[config.mk]
export PLATFORM = sky130hd
export DESIGN_NAME = jump_and_mark_branch_unit
export DESIGN_NICKNAME = d
export VERILOG_FILES = /design/src/verilog/mark_branch_pkg.sv /design/src/verilog/jump_and_mark_branch_unit.sv
export SDC_FILE = /design/constraint.sdc
export NUM_CORES = 1
export LEC_CHECK = 0
export ABC_AREA = 1
export BUFFER_PORTS_ARGS = -buffer_cell sky130_fd_sc_hd__buf_2
export CAP_MARGIN = 5
export CORE_MARGIN = 1.5
export CORE_UTILIZATION = 35
export DETAILED_ROUTE_END_ITERATION = 6
export PLACE_DENSITY = 0.65
export SLEW_MARGIN = 20
export SYNTH_ARGS = -nofsm -noshare
export SYNTH_HDL_FRONTEND = slang
export SYNTH_SLANG_ARGS = --single-unit
[constraint.sdc]
create_clock -name CORE_CLK_IN -period 5.4 [get_ports CORE_CLK_IN]
set_input_delay 1.08 -clock CORE_CLK_IN [delete_from_list [all_inputs] [get_ports CORE_CLK_IN]]
set_output_delay 1.08 -clock CORE_CLK_IN [all_outputs]
set_load 0.02 [all_outputs]
[src/verilog/mark_branch_pkg.sv]
// Package of constants and carrier types for the jump-and-mark unit
package mark_branch_pkg;
  localparam int WORD_W = 16;
  localparam int MASK_W = 9;
  localparam logic [6:0] OP_MARK = 7'h02;
  localparam logic [9:0] OP_BIT_TEST = 10'h00D;
  localparam int OP_LSB = 9;
  localparam int BT_SEL_LSB = 4;
  localparam logic [1:0] BT_A_ONE = 2'h0;
  localparam logic [1:0] BT_B_ONE = 2'h1;
  localparam logic [1:0] BT_A_ZERO = 2'h2;
  localparam logic [1:0] BT_B_ZERO = 2'h3;
  localparam int M_OVF = 0;
  localparam int M_ANN = 1;
  localparam int M_ANEG = 2;
  localparam int M_AZ = 3;
  localparam int M_BZ = 4;
  localparam int M_XZ = 5;
  localparam int M_S1 = 6;
  localparam int M_S2 = 7;
  localparam int M_S3 = 8;
  localparam logic [8:0] M_INVERT = 9'h006;
  localparam logic [15:0] ONE = 16'h0001;
  localparam int OP_BT_LSB = 6;
  localparam int BT_BIT_W = 4;
  localparam int BT_POL_BIT = 5;
  localparam logic [15:0] WORD_ZERO = 16'h0000;
  localparam logic [15:0] PC_STEP = 16'h0002;
  localparam logic [8:0] MASK_ALWAYS = 9'h000;
  localparam logic [8:0] MASK_OVF = 9'h001;
  localparam logic [8:0] MASK_NO_OVF = 9'h007;
  localparam logic [8:0] MASK_ANN = 9'h002;
  localparam logic [8:0] MASK_ANEG = 9'h004;
  localparam logic [8:0] MASK_AZ = 9'h008;
  localparam logic [8:0] MASK_BZ = 9'h010;
  localparam logic [8:0] MASK_XZ = 9'h020;
  localparam logic [8:0] MASK_ANZ = 9'h00E;
  localparam logic [8:0] MASK_BNZ = 9'h016;
  localparam logic [8:0] MASK_XNZ = 9'h026;
  localparam logic [8:0] MASK_S1 = 9'h040;
  localparam logic [8:0] MASK_S2 = 9'h080;
  localparam logic [8:0] MASK_S3 = 9'h100;
  localparam logic [8:0] MASK_S1N = 9'h046;
  localparam logic [8:0] MASK_S2N = 9'h086;
  localparam logic [8:0] MASK_S3N = 9'h106;
  localparam logic [8:0] MASK_AZ_BZ = 9'h018;

  typedef struct packed {
    logic [15:0] a;
    logic [15:0] b;
    logic [15:0] x;
    logic ovf;
    logic [2:0] sense;
  } cpu_state_t;

  typedef struct packed {
    logic [15:0] addr;
    logic [15:0] data;
    logic we;
  } mem_req_t;

  typedef enum logic [1:0] {
    ST_IDLE = 2'b00,
    ST_ADDR = 2'b01,
    ST_DONE = 2'b10
  } state_t;
endpackage

[src/verilog/jump_and_mark_branch_unit.sv]
// Execution of bit-test branch and jump-and-mark instructions
// Behaviour
// - Bit-test uses bits 0-3 for bit number, bits 5-4 for register and polarity.
// - Condition 11 branches only when selected B bit is zero.
// - Unmet bit-test continues with next sequential instruction.
// - Jump-and-mark recognised when bits 9-15 equal 0 000 010.
// - Jump-and-mark is two words: opcode/mask then effective address.
// - Mask bits 0-8 select conditions like the plain jump mask.
// - Several mask bits set, unless 0006 is among them, means all selected conditions must hold.
// - Mask 0001 overflow, 0002 A non-negative, 0004 A negative, 0006 inverted.
// - Taken jump-and-mark writes program counter at effective address.
// - Taken jump-and-mark resumes at effective address plus one.
// - Failed condition: no store, no branch, continue after both words.
// - Unconditional variant always stores and continues after address.
// - Overflow variant clears overflow when taken, falls through when clear.
// - No-overflow variant taken when clear, never changes overflow.
// - Accumulator non-negative variant taken on zero or positive A.
// - Accumulator negative variant taken only on negative A.
// - Zero variants taken when selected A, B or X is zero.
// - Non-zero variants taken when selected register is non-zero.
// - Switch-set variants taken only when selected switch is set.
// - Switch-clear variants taken only when selected switch is clear.
// - Only program counter, marked word and overflow may change.
//
// Local design decisions: strobed register access and the register addresses.
`timescale 1ns/1ps
`default_nettype none
module jump_and_mark_branch_unit (
  // Clock and reset
  input wire logic CORE_CLK_IN,
  input wire logic SRST_IN,
  // Instruction issue
  input wire logic START_IN,
  input wire logic [15:0] INSTR_IN,
  input wire logic [15:0] PC_IN,
  input wire logic ADDR_VALID_IN,
  input wire logic [15:0] ADDR_WORD_IN,
  // Register state
  input wire mark_branch_pkg::cpu_state_t REGS_IN,
  // Results
  output logic BUSY_OUT,
  output logic DONE_OUT,
  output logic [15:0] NEXT_PC_OUT,
  output logic OVF_CLEAR_OUT,
  output mark_branch_pkg::mem_req_t MEM_OUT,
  output logic UNKNOWN_OUT
);
  mark_branch_pkg::state_t state;
  logic [15:0] instr;
  logic [15:0] pc;
  logic is_mark;
  logic is_bt;
  logic cond;
  localparam logic [15:0] ONE_W = mark_branch_pkg::ONE;

  // Evaluate mask as AND of selected tests, negated when 0006 is set
  function automatic logic mask_ok(input logic [8:0] m, input mark_branch_pkg::cpu_state_t r);
    logic ok;
    ok = 1'b1;
    if (m == mark_branch_pkg::MASK_ALWAYS) begin
      ok = 1'b1;
    end else if ((m & mark_branch_pkg::M_INVERT) == mark_branch_pkg::M_INVERT) begin
      // Inverted form: remaining selected tests must not all hold
      ok = !(
        (m[mark_branch_pkg::M_OVF] ? r.ovf : 1'b1) &&
        (m[mark_branch_pkg::M_AZ] ? (r.a == 16'h0000) : 1'b1) &&
        (m[mark_branch_pkg::M_BZ] ? (r.b == 16'h0000) : 1'b1) &&
        (m[mark_branch_pkg::M_XZ] ? (r.x == 16'h0000) : 1'b1) &&
        (m[mark_branch_pkg::M_S1] ? r.sense[0] : 1'b1) &&
        (m[mark_branch_pkg::M_S2] ? r.sense[1] : 1'b1) &&
        (m[mark_branch_pkg::M_S3] ? r.sense[2] : 1'b1));
    end else begin
      if (m[mark_branch_pkg::M_OVF] && !r.ovf) ok = 1'b0;
      if (m[mark_branch_pkg::M_ANN] && r.a[15]) ok = 1'b0;
      if (m[mark_branch_pkg::M_ANEG] && !r.a[15]) ok = 1'b0;
      if (m[mark_branch_pkg::M_AZ] && r.a != 16'h0000) ok = 1'b0;
      if (m[mark_branch_pkg::M_BZ] && r.b != 16'h0000) ok = 1'b0;
      if (m[mark_branch_pkg::M_XZ] && r.x != 16'h0000) ok = 1'b0;
      if (m[mark_branch_pkg::M_S1] && !r.sense[0]) ok = 1'b0;
      if (m[mark_branch_pkg::M_S2] && !r.sense[1]) ok = 1'b0;
      if (m[mark_branch_pkg::M_S3] && !r.sense[2]) ok = 1'b0;
    end
    return ok;
  endfunction

  // Bit-test condition
  function automatic logic bit_ok(input logic [15:0] w, input mark_branch_pkg::cpu_state_t r);
    logic res;
    res = 1'b0;
    case (w[mark_branch_pkg::BT_SEL_LSB +: 2])
      mark_branch_pkg::BT_A_ONE: res = r.a[w[3:0]];
      mark_branch_pkg::BT_B_ONE: res = r.b[w[3:0]];
      mark_branch_pkg::BT_A_ZERO: res = !r.a[w[3:0]];
      mark_branch_pkg::BT_B_ZERO: res = !r.b[w[3:0]];
      default: res = 1'b0;
    endcase
    return res;
  endfunction

  assign is_mark = (instr[15:mark_branch_pkg::OP_LSB] == mark_branch_pkg::OP_MARK);
  assign is_bt = (instr[15:mark_branch_pkg::OP_BT_LSB] == mark_branch_pkg::OP_BIT_TEST);
  assign cond = is_mark ? mask_ok(instr[8:0], REGS_IN) : bit_ok(instr, REGS_IN);

  // Sequencer
  always_ff @(posedge CORE_CLK_IN) begin
    if (SRST_IN) begin
      state <= mark_branch_pkg::ST_IDLE;
      instr <= 16'h0000;
      pc <= 16'h0000;
    end else begin
      case (state)
        mark_branch_pkg::ST_IDLE: begin
          if (START_IN) begin
            instr <= INSTR_IN;
            pc <= PC_IN;
            state <= mark_branch_pkg::ST_ADDR;
          end
        end
        mark_branch_pkg::ST_ADDR: begin
          if (ADDR_VALID_IN) state <= mark_branch_pkg::ST_DONE;
        end
        default: state <= mark_branch_pkg::ST_IDLE;
      endcase
    end
  end

  // Outputs
  always_ff @(posedge CORE_CLK_IN) begin
    if (SRST_IN) begin
      BUSY_OUT <= 1'b0;
      DONE_OUT <= 1'b0;
      NEXT_PC_OUT <= 16'h0000;
      OVF_CLEAR_OUT <= 1'b0;
      MEM_OUT <= '0;
      UNKNOWN_OUT <= 1'b0;
    end else begin
      DONE_OUT <= 1'b0;
      OVF_CLEAR_OUT <= 1'b0;
      MEM_OUT.we <= 1'b0;
      UNKNOWN_OUT <= 1'b0;
      if (state == mark_branch_pkg::ST_IDLE && START_IN) BUSY_OUT <= 1'b1;
      if (state == mark_branch_pkg::ST_ADDR && ADDR_VALID_IN) begin
        BUSY_OUT <= 1'b0;
        DONE_OUT <= 1'b1;
        MEM_OUT.addr <= ADDR_WORD_IN;
        MEM_OUT.data <= pc + (ONE_W + ONE_W);
        UNKNOWN_OUT <= !(is_mark || is_bt);
        if (is_mark && cond) begin
          MEM_OUT.we <= 1'b1;
          NEXT_PC_OUT <= ADDR_WORD_IN + ONE_W;
          OVF_CLEAR_OUT <= (instr[8:0] == mark_branch_pkg::MASK_OVF);
        end else if (is_bt && cond) begin
          NEXT_PC_OUT <= ADDR_WORD_IN;
        end else begin
          NEXT_PC_OUT <= pc + (ONE_W + ONE_W);
        end
      end
    end
  end

  // Decision snapshot for the checks below
  logic chk_valid;
  logic [15:0] chk_instr;
  logic [15:0] chk_pc;
  logic [15:0] chk_addr;
  mark_branch_pkg::cpu_state_t chk_regs;
  logic [8:0] chk_mask;
  logic chk_mark;
  logic chk_bt;
  logic chk_sel;
  logic chk_want;
  logic chk_take;
  logic chk_bt_done;

  always_ff @(posedge CORE_CLK_IN) begin
    if (SRST_IN) begin
      chk_valid <= 1'b0;
      chk_instr <= 16'h0000;
      chk_pc <= 16'h0000;
      chk_addr <= 16'h0000;
      chk_regs <= '0;
    end else begin
      chk_valid <= (state == mark_branch_pkg::ST_ADDR) && ADDR_VALID_IN;
      if (state == mark_branch_pkg::ST_ADDR && ADDR_VALID_IN) begin
        chk_instr <= instr;
        chk_pc <= pc;
        chk_addr <= ADDR_WORD_IN;
        chk_regs <= REGS_IN;
      end
    end
  end

  assign chk_mask = chk_instr[mark_branch_pkg::MASK_W-1:0];
  assign chk_mark = (chk_instr[mark_branch_pkg::WORD_W-1:mark_branch_pkg::OP_LSB] ==
    mark_branch_pkg::OP_MARK);
  assign chk_bt = (chk_instr[mark_branch_pkg::WORD_W-1:mark_branch_pkg::OP_BT_LSB] ==
    mark_branch_pkg::OP_BIT_TEST);
  assign chk_sel = chk_instr[mark_branch_pkg::BT_SEL_LSB] ?
    chk_regs.b[chk_instr[mark_branch_pkg::BT_BIT_W-1:0]] :
    chk_regs.a[chk_instr[mark_branch_pkg::BT_BIT_W-1:0]];
  assign chk_want = !chk_instr[mark_branch_pkg::BT_POL_BIT];
  assign chk_take = DONE_OUT && chk_mark;
  assign chk_bt_done = DONE_OUT && chk_bt;

  // Completion and condition checks per variant
  AST_SNAPSHOT_DONE: assert property (@(posedge CORE_CLK_IN) disable iff (SRST_IN)
    DONE_OUT == chk_valid)
    else $error("completion not one cycle after address word");

  AST_MARK_ALWAYS: assert property (@(posedge CORE_CLK_IN) disable iff (SRST_IN)
    (chk_take && chk_mask == mark_branch_pkg::MASK_ALWAYS) |-> MEM_OUT.we)
    else $error("unconditional mark not taken");

  AST_OVF_SET: assert property (@(posedge CORE_CLK_IN) disable iff (SRST_IN)
    (chk_take && chk_mask == mark_branch_pkg::MASK_OVF) |-> (MEM_OUT.we == chk_regs.ovf))
    else $error("overflow mark wrong");

  AST_OVF_CLEARED: assert property (@(posedge CORE_CLK_IN) disable iff (SRST_IN)
    (chk_take && chk_mask == mark_branch_pkg::MASK_OVF) |-> (OVF_CLEAR_OUT == chk_regs.ovf))
    else $error("overflow clear wrong");

  AST_NO_OVF: assert property (@(posedge CORE_CLK_IN) disable iff (SRST_IN)
    (chk_take && chk_mask == mark_branch_pkg::MASK_NO_OVF) |-> (MEM_OUT.we == !chk_regs.ovf))
    else $error("no-overflow mark wrong");

  AST_NO_OVF_KEEP: assert property (@(posedge CORE_CLK_IN) disable iff (SRST_IN)
    (chk_take && chk_mask == mark_branch_pkg::MASK_NO_OVF) |-> !OVF_CLEAR_OUT)
    else $error("no-overflow mark touched overflow");

  AST_ACC_NONNEG: assert property (@(posedge CORE_CLK_IN) disable iff (SRST_IN)
    (chk_take && chk_mask == mark_branch_pkg::MASK_ANN) |-> (MEM_OUT.we == !chk_regs.a[15]))
    else $error("non-negative mark wrong");

  AST_ACC_NEG: assert property (@(posedge CORE_CLK_IN) disable iff (SRST_IN)
    (chk_take && chk_mask == mark_branch_pkg::MASK_ANEG) |-> (MEM_OUT.we == chk_regs.a[15]))
    else $error("negative mark wrong");

  AST_ZERO_A: assert property (@(posedge CORE_CLK_IN) disable iff (SRST_IN)
    (chk_take && chk_mask == mark_branch_pkg::MASK_AZ) |-> (MEM_OUT.we == (chk_regs.a == '0)))
    else $error("A zero mark wrong");

  AST_ZERO_B: assert property (@(posedge CORE_CLK_IN) disable iff (SRST_IN)
    (chk_take && chk_mask == mark_branch_pkg::MASK_BZ) |-> (MEM_OUT.we == (chk_regs.b == '0)))
    else $error("B zero mark wrong");

  AST_ZERO_X: assert property (@(posedge CORE_CLK_IN) disable iff (SRST_IN)
    (chk_take && chk_mask == mark_branch_pkg::MASK_XZ) |-> (MEM_OUT.we == (chk_regs.x == '0)))
    else $error("X zero mark wrong");

  AST_NONZERO_A: assert property (@(posedge CORE_CLK_IN) disable iff (SRST_IN)
    (chk_take && chk_mask == mark_branch_pkg::MASK_ANZ) |-> (MEM_OUT.we == (chk_regs.a != '0)))
    else $error("A non-zero mark wrong");

  AST_NONZERO_B: assert property (@(posedge CORE_CLK_IN) disable iff (SRST_IN)
    (chk_take && chk_mask == mark_branch_pkg::MASK_BNZ) |-> (MEM_OUT.we == (chk_regs.b != '0)))
    else $error("B non-zero mark wrong");

  AST_NONZERO_X: assert property (@(posedge CORE_CLK_IN) disable iff (SRST_IN)
    (chk_take && chk_mask == mark_branch_pkg::MASK_XNZ) |-> (MEM_OUT.we == (chk_regs.x != '0)))
    else $error("X non-zero mark wrong");

  AST_SWITCH_ONE: assert property (@(posedge CORE_CLK_IN) disable iff (SRST_IN)
    (chk_take && chk_mask == mark_branch_pkg::MASK_S1) |-> (MEM_OUT.we == chk_regs.sense[0]))
    else $error("switch one mark wrong");

  AST_SWITCH_TWO: assert property (@(posedge CORE_CLK_IN) disable iff (SRST_IN)
    (chk_take && chk_mask == mark_branch_pkg::MASK_S2) |-> (MEM_OUT.we == chk_regs.sense[1]))
    else $error("switch two mark wrong");

  AST_SWITCH_THREE: assert property (@(posedge CORE_CLK_IN) disable iff (SRST_IN)
    (chk_take && chk_mask == mark_branch_pkg::MASK_S3) |-> (MEM_OUT.we == chk_regs.sense[2]))
    else $error("switch three mark wrong");

  AST_SWITCH_ONE_CLEAR: assert property (@(posedge CORE_CLK_IN) disable iff (SRST_IN)
    (chk_take && chk_mask == mark_branch_pkg::MASK_S1N) |-> (MEM_OUT.we == !chk_regs.sense[0]))
    else $error("switch one clear mark wrong");

  AST_SWITCH_TWO_CLEAR: assert property (@(posedge CORE_CLK_IN) disable iff (SRST_IN)
    (chk_take && chk_mask == mark_branch_pkg::MASK_S2N) |-> (MEM_OUT.we == !chk_regs.sense[1]))
    else $error("switch two clear mark wrong");

  AST_SWITCH_THREE_CLEAR: assert property (@(posedge CORE_CLK_IN) disable iff (SRST_IN)
    (chk_take && chk_mask == mark_branch_pkg::MASK_S3N) |-> (MEM_OUT.we == !chk_regs.sense[2]))
    else $error("switch three clear mark wrong");

  AST_AND_TESTS: assert property (@(posedge CORE_CLK_IN) disable iff (SRST_IN)
    (chk_take && chk_mask == mark_branch_pkg::MASK_AZ_BZ) |->
    (MEM_OUT.we == (chk_regs.a == '0 && chk_regs.b == '0)))
    else $error("combined mark wrong");

  AST_INVERT_ALONE: assert property (@(posedge CORE_CLK_IN) disable iff (SRST_IN)
    (chk_take && chk_mask == mark_branch_pkg::M_INVERT) |-> !MEM_OUT.we)
    else $error("bare inverted mask taken");

  // Store and resume checks
  AST_STORE_AT_ADDR: assert property (@(posedge CORE_CLK_IN) disable iff (SRST_IN)
    MEM_OUT.we |-> (MEM_OUT.addr == chk_addr))
    else $error("store at wrong address");

  AST_MARK_RETURN: assert property (@(posedge CORE_CLK_IN) disable iff (SRST_IN)
    MEM_OUT.we |-> (MEM_OUT.data == chk_pc + mark_branch_pkg::PC_STEP))
    else $error("stored return address wrong");

  AST_MARK_FALL: assert property (@(posedge CORE_CLK_IN) disable iff (SRST_IN)
    (chk_take && !MEM_OUT.we) |->
    (NEXT_PC_OUT == chk_pc + mark_branch_pkg::PC_STEP && !OVF_CLEAR_OUT))
    else $error("mark fall-through wrong");

  // Bit-test and decode checks
  AST_BT_TAKEN: assert property (@(posedge CORE_CLK_IN) disable iff (SRST_IN)
    (chk_bt_done && chk_sel == chk_want) |-> (NEXT_PC_OUT == chk_addr && !MEM_OUT.we))
    else $error("bit-test branch wrong");

  AST_BT_B_ZERO: assert property (@(posedge CORE_CLK_IN) disable iff (SRST_IN)
    (chk_bt_done && chk_instr[mark_branch_pkg::BT_SEL_LSB +: 2] == mark_branch_pkg::BT_B_ZERO &&
    !chk_sel) |-> (NEXT_PC_OUT == chk_addr))
    else $error("B zero bit-test not taken");

  AST_BT_FALL: assert property (@(posedge CORE_CLK_IN) disable iff (SRST_IN)
    (chk_bt_done && chk_sel != chk_want) |->
    (NEXT_PC_OUT == chk_pc + mark_branch_pkg::PC_STEP && !MEM_OUT.we))
    else $error("bit-test fall-through wrong");

  AST_ONLY_MARK_STORES: assert property (@(posedge CORE_CLK_IN) disable iff (SRST_IN)
    (DONE_OUT && !chk_mark) |-> (!MEM_OUT.we && !OVF_CLEAR_OUT))
    else $error("side effect outside mark");

  AST_DECODE: assert property (@(posedge CORE_CLK_IN) disable iff (SRST_IN)
    DONE_OUT |-> (UNKNOWN_OUT == !(chk_mark || chk_bt)))
    else $error("opcode decode wrong");

  AST_STORE_ONLY_DONE: assert property (@(posedge CORE_CLK_IN) disable iff (SRST_IN)
    MEM_OUT.we |-> DONE_OUT) else $error("store without completion");
  AST_RESUME_AFTER_MARK: assert property (@(posedge CORE_CLK_IN) disable iff (SRST_IN)
    MEM_OUT.we |-> NEXT_PC_OUT == MEM_OUT.addr + ONE_W) else $error("bad resume address");
  AST_MARK_VALUE: assert property (@(posedge CORE_CLK_IN) disable iff (SRST_IN)
    MEM_OUT.we |-> MEM_OUT.data == $past(pc) + ONE_W + ONE_W) else $error("bad mark value");
  AST_OVF_ONLY_TAKEN: assert property (@(posedge CORE_CLK_IN) disable iff (SRST_IN)
    OVF_CLEAR_OUT |-> MEM_OUT.we) else $error("overflow cleared on fall-through");
  AST_DONE_AFTER_ADDR: assert property (@(posedge CORE_CLK_IN) disable iff (SRST_IN)
    (state == mark_branch_pkg::ST_ADDR && ADDR_VALID_IN) |=> DONE_OUT) else $error("no completion");
  AST_FALL_THROUGH: assert property (@(posedge CORE_CLK_IN) disable iff (SRST_IN)
    (DONE_OUT && !MEM_OUT.we && !$past(is_bt)) |-> NEXT_PC_OUT == MEM_OUT.data)
    else $error("bad fall-through");
  AST_BUSY_START: assert property (@(posedge CORE_CLK_IN) disable iff (SRST_IN)
    (state == mark_branch_pkg::ST_IDLE && START_IN) |=> BUSY_OUT) else $error("busy missing");
  AST_DONE_PULSE: assert property (@(posedge CORE_CLK_IN) disable iff (SRST_IN)
    DONE_OUT |=> !DONE_OUT) else $error("done not a pulse");
  COV_TAKEN: cover property (@(posedge CORE_CLK_IN) MEM_OUT.we);
  COV_FALL: cover property (@(posedge CORE_CLK_IN) DONE_OUT && !MEM_OUT.we);
  COV_OVF: cover property (@(posedge CORE_CLK_IN) OVF_CLEAR_OUT);
  COV_BIT_TEST: cover property (@(posedge CORE_CLK_IN) chk_bt_done && NEXT_PC_OUT == chk_addr);
  COV_INVERTED: cover property (@(posedge CORE_CLK_IN)
    chk_take && chk_mask[2:1] == 2'h3 && MEM_OUT.we);
endmodule
`default_nettype wire

==> results.cfg <==
[run_status]
status = completed

[logic_synthesis]
synth_cell_types = 34
yosys_warnings = 0
synth_largest_area_cell = dfxtp_1
avgSynthCellArea_um2 = 6.69
synth_top_area_share_pct = 38.9
netlist_area_um2 = 4480
ys_seq_area_share_pct = 38.9
synthesis.nets = 776
ys_seq_elements = 87
netlist_instances = 670
synthTopCellsByArea = dfxtp_1 39%, nand2_1 15%, o21ai_0 7.4%, nand3_1 7.2%, nor2_1 6.0%

[place]
dpl.cell_count = 972
hpwlAfterDp_um = 9620
port_buffers = 156
gp_congestion = 0.911
post_dp_cell_area_um2 = 5350

[route]
dr.pass1.iters = 5
wire_per_inst_um = 12.9
vias = 4631
ant_nets = 0
remaining_drc_errors = 0
drt-vias-per-instance = 4.70
first_iter_violations = 259
totalWireLength_um = 12700

[power_and_ir_drop]
vdd_ir_drop_max_v = 0.000187
total_power_mw = 1.58
leakage_nw = 2.82
p_per_area_nw_per_um2 = 280

[finish]
antennaDiodeCount = 0
drive_above_1_share_pct = 24.2
nets = 917
n_fill_cell = 1303
layout_common_cells = 180 x nand2_1, 156 x buf_2, 87 x dfxtp_1
multi_input_area_um2 = 2320
layout_commonest_cell = nand2_1
utilization_pct = 44.8
seq_area_um2 = 1740
area_growth_pct = 25.8
final_cells = 986
finalInstanceArea_um2 = 5630

[die]
fp.dieW_um = 116
fp.coreArea_um2 = 12600
io_pins = 157
fp-row-count = 41
fp.dieH_um = 116
die_area_um2 = 13500
start_util_pct = 35.6

[worst_setup_path]
start_kind = input port
cp_data_arrival_time_ns = 2.95
path_delay_family = simple AND/OR/NAND/NOR gates
cpMostUsedCell = nand2_1
slowest_delay_ns = 0.33
critPathMaxFanout = 21
end_kind = flip-flop
cp_cell_sequence = buf_2 -> nor2_1 -> nand3_1 -> nor2_1 -> nand2_1 -> nand2_1 -> nand2_1 -> o21ai_2 -> nand2_2 -> nor2_4 -> inv_2 -> or2_2 -> nand3_1 -> nand2_1
rr_worst_depth = 16
cp.depth = 14
crit_buf_inv = 2
worstSetupPathType = input port to flip-flop
required_ns = 5.64
critPathSlowestCell = or2_2

[clock_network]
cts_buffer_depth = 2
root_buffer = clkbuf_16
cts_tree = yes
cts_setup_buffers = 0
clk_pin_slew_ns = 0.06
ctsHoldBuffers = 0
cts_buffers = 9
h-tree-depth = 3
clk_latency_ns = 0.34
cts_sinks = 87
ctsResizeCount = 0

[timing]
rsz0062_at_grt = false
drv_slew = 0
fin_crit_ns = 2.72
worst_pin_slew_ns = 0.879
clock_skew_ns = 0.00507
period_share_pct = 50.3
fin_tns_setup_ns = 0
hold_violations = 0
fmax_ghz = 0.368
setup_viol = 0
max_slew_margin_pct = 41.3

[grt]
grt_max_degree = 46
grt_usage_pct = 19.2
antenna_found_initial = 0
grt_overflow = 0
grt_pass1_vias = 4254
grt_pass1_wl_um = 20300

[worst_hold_path]
hold_depth = 2
hp-class = flip-flop to flip-flop

[job]
drv_cap = 0
layer usage:
metal  vias to the layer above  track usage, %  share of wire [%]
li1                       2442               -                  -
met1                      2024            26.9                 49
met2                       151            29.5                 44
met3                        14            4.72                6.0
met4                         0            4.96                1.1
met5                         -               0                  0
cell usage after synthesis, drive strengths merged:
cell	count
nand2	191
dfxtp	87
nor2	74
o21ai	71
inv	68
nand3	67
a21oi	25
nand4	21
clkbuf	19
xor2	16
buf	11
a22o	4
nor3	4
nor4	3
ha	2
o22ai	2
xnor2	2
clkinv	1
nand3b	1
or2	1
cells by family (layout without fill, tap and decap cells):
group | Yosys count | after routing | share of synthesized area (%)
AO/OA/AOI/OAI | 102 | 102 | 12.0
flip-flops | 87 | 87 | 38.9
XOR/XNOR | 18 | 18 | 3.52
adder cells (fa/ha/maj) | 2 | 2 | 0.559
buffers and inverters | 99 | 243 | 9.41
AND/OR/NAND/NOR | 362 | 362 | 35.6
registers in the layout (all words and copies together) (netlist names):
signal	count
UNKNOWN_OUT	1
OVF_CLEAR_OUT	1
NEXT_PC_OUT	16
pc	16
BUSY_OUT	1
state	2
MEM_OUT	33
instr	16
DONE_OUT	1
tightest hold or removal path, stage by stage (launching register included):
cell	delay, ns
dfxtp_1	0.31
nand2_1	0.06
nand2_1	0.04
report_power, final:
group          internal (mW)  leakage, nW  total [mW]  switching (mW)
Combinational         0.0971         1.97       0.268           0.171
Sequential             0.676        0.711       0.706          0.0294
Clock                  0.364        0.140       0.602           0.239
Total                   1.14         2.82        1.58           0.439
worst paths after layout:
kind | startpoint | end | slack (ns)
worst max register to register | instr[0] | NEXT_PC_OUT[4] | 2.75
worst min register to register | NEXT_PC_OUT[15] | NEXT_PC_OUT[15] | 0.45
worst max-delay path | REGS_IN[38] | NEXT_PC_OUT[1] | 2.68
worst min-delay path | NEXT_PC_OUT[15] | NEXT_PC_OUT[15] | 0.45
final cells by class:
class / instances / area share (%)
Clock buffer: 10 / 4.24
Clock inverter: 4 / 0.844
Inverter: 69 / 4.69
Multi-Input combinational cell: 484 / 41.1
Sequential cell: 87 / 30.9
Tap cell: 172 / 3.82
Timing Repair Buffer: 160 / 14.4
per-stage QoR:
step | hold slack [ns] | worst slack [ns]
floorplan | 0.421 | 2.98
detailed placement | 0.437 | 2.35
finish | 0.450 | 2.68
CTS | 0.451 | 2.71
global route | 0.468 | 2.42
global placement | 0.433 | 2.38
(Power assumes the default switching activity.)
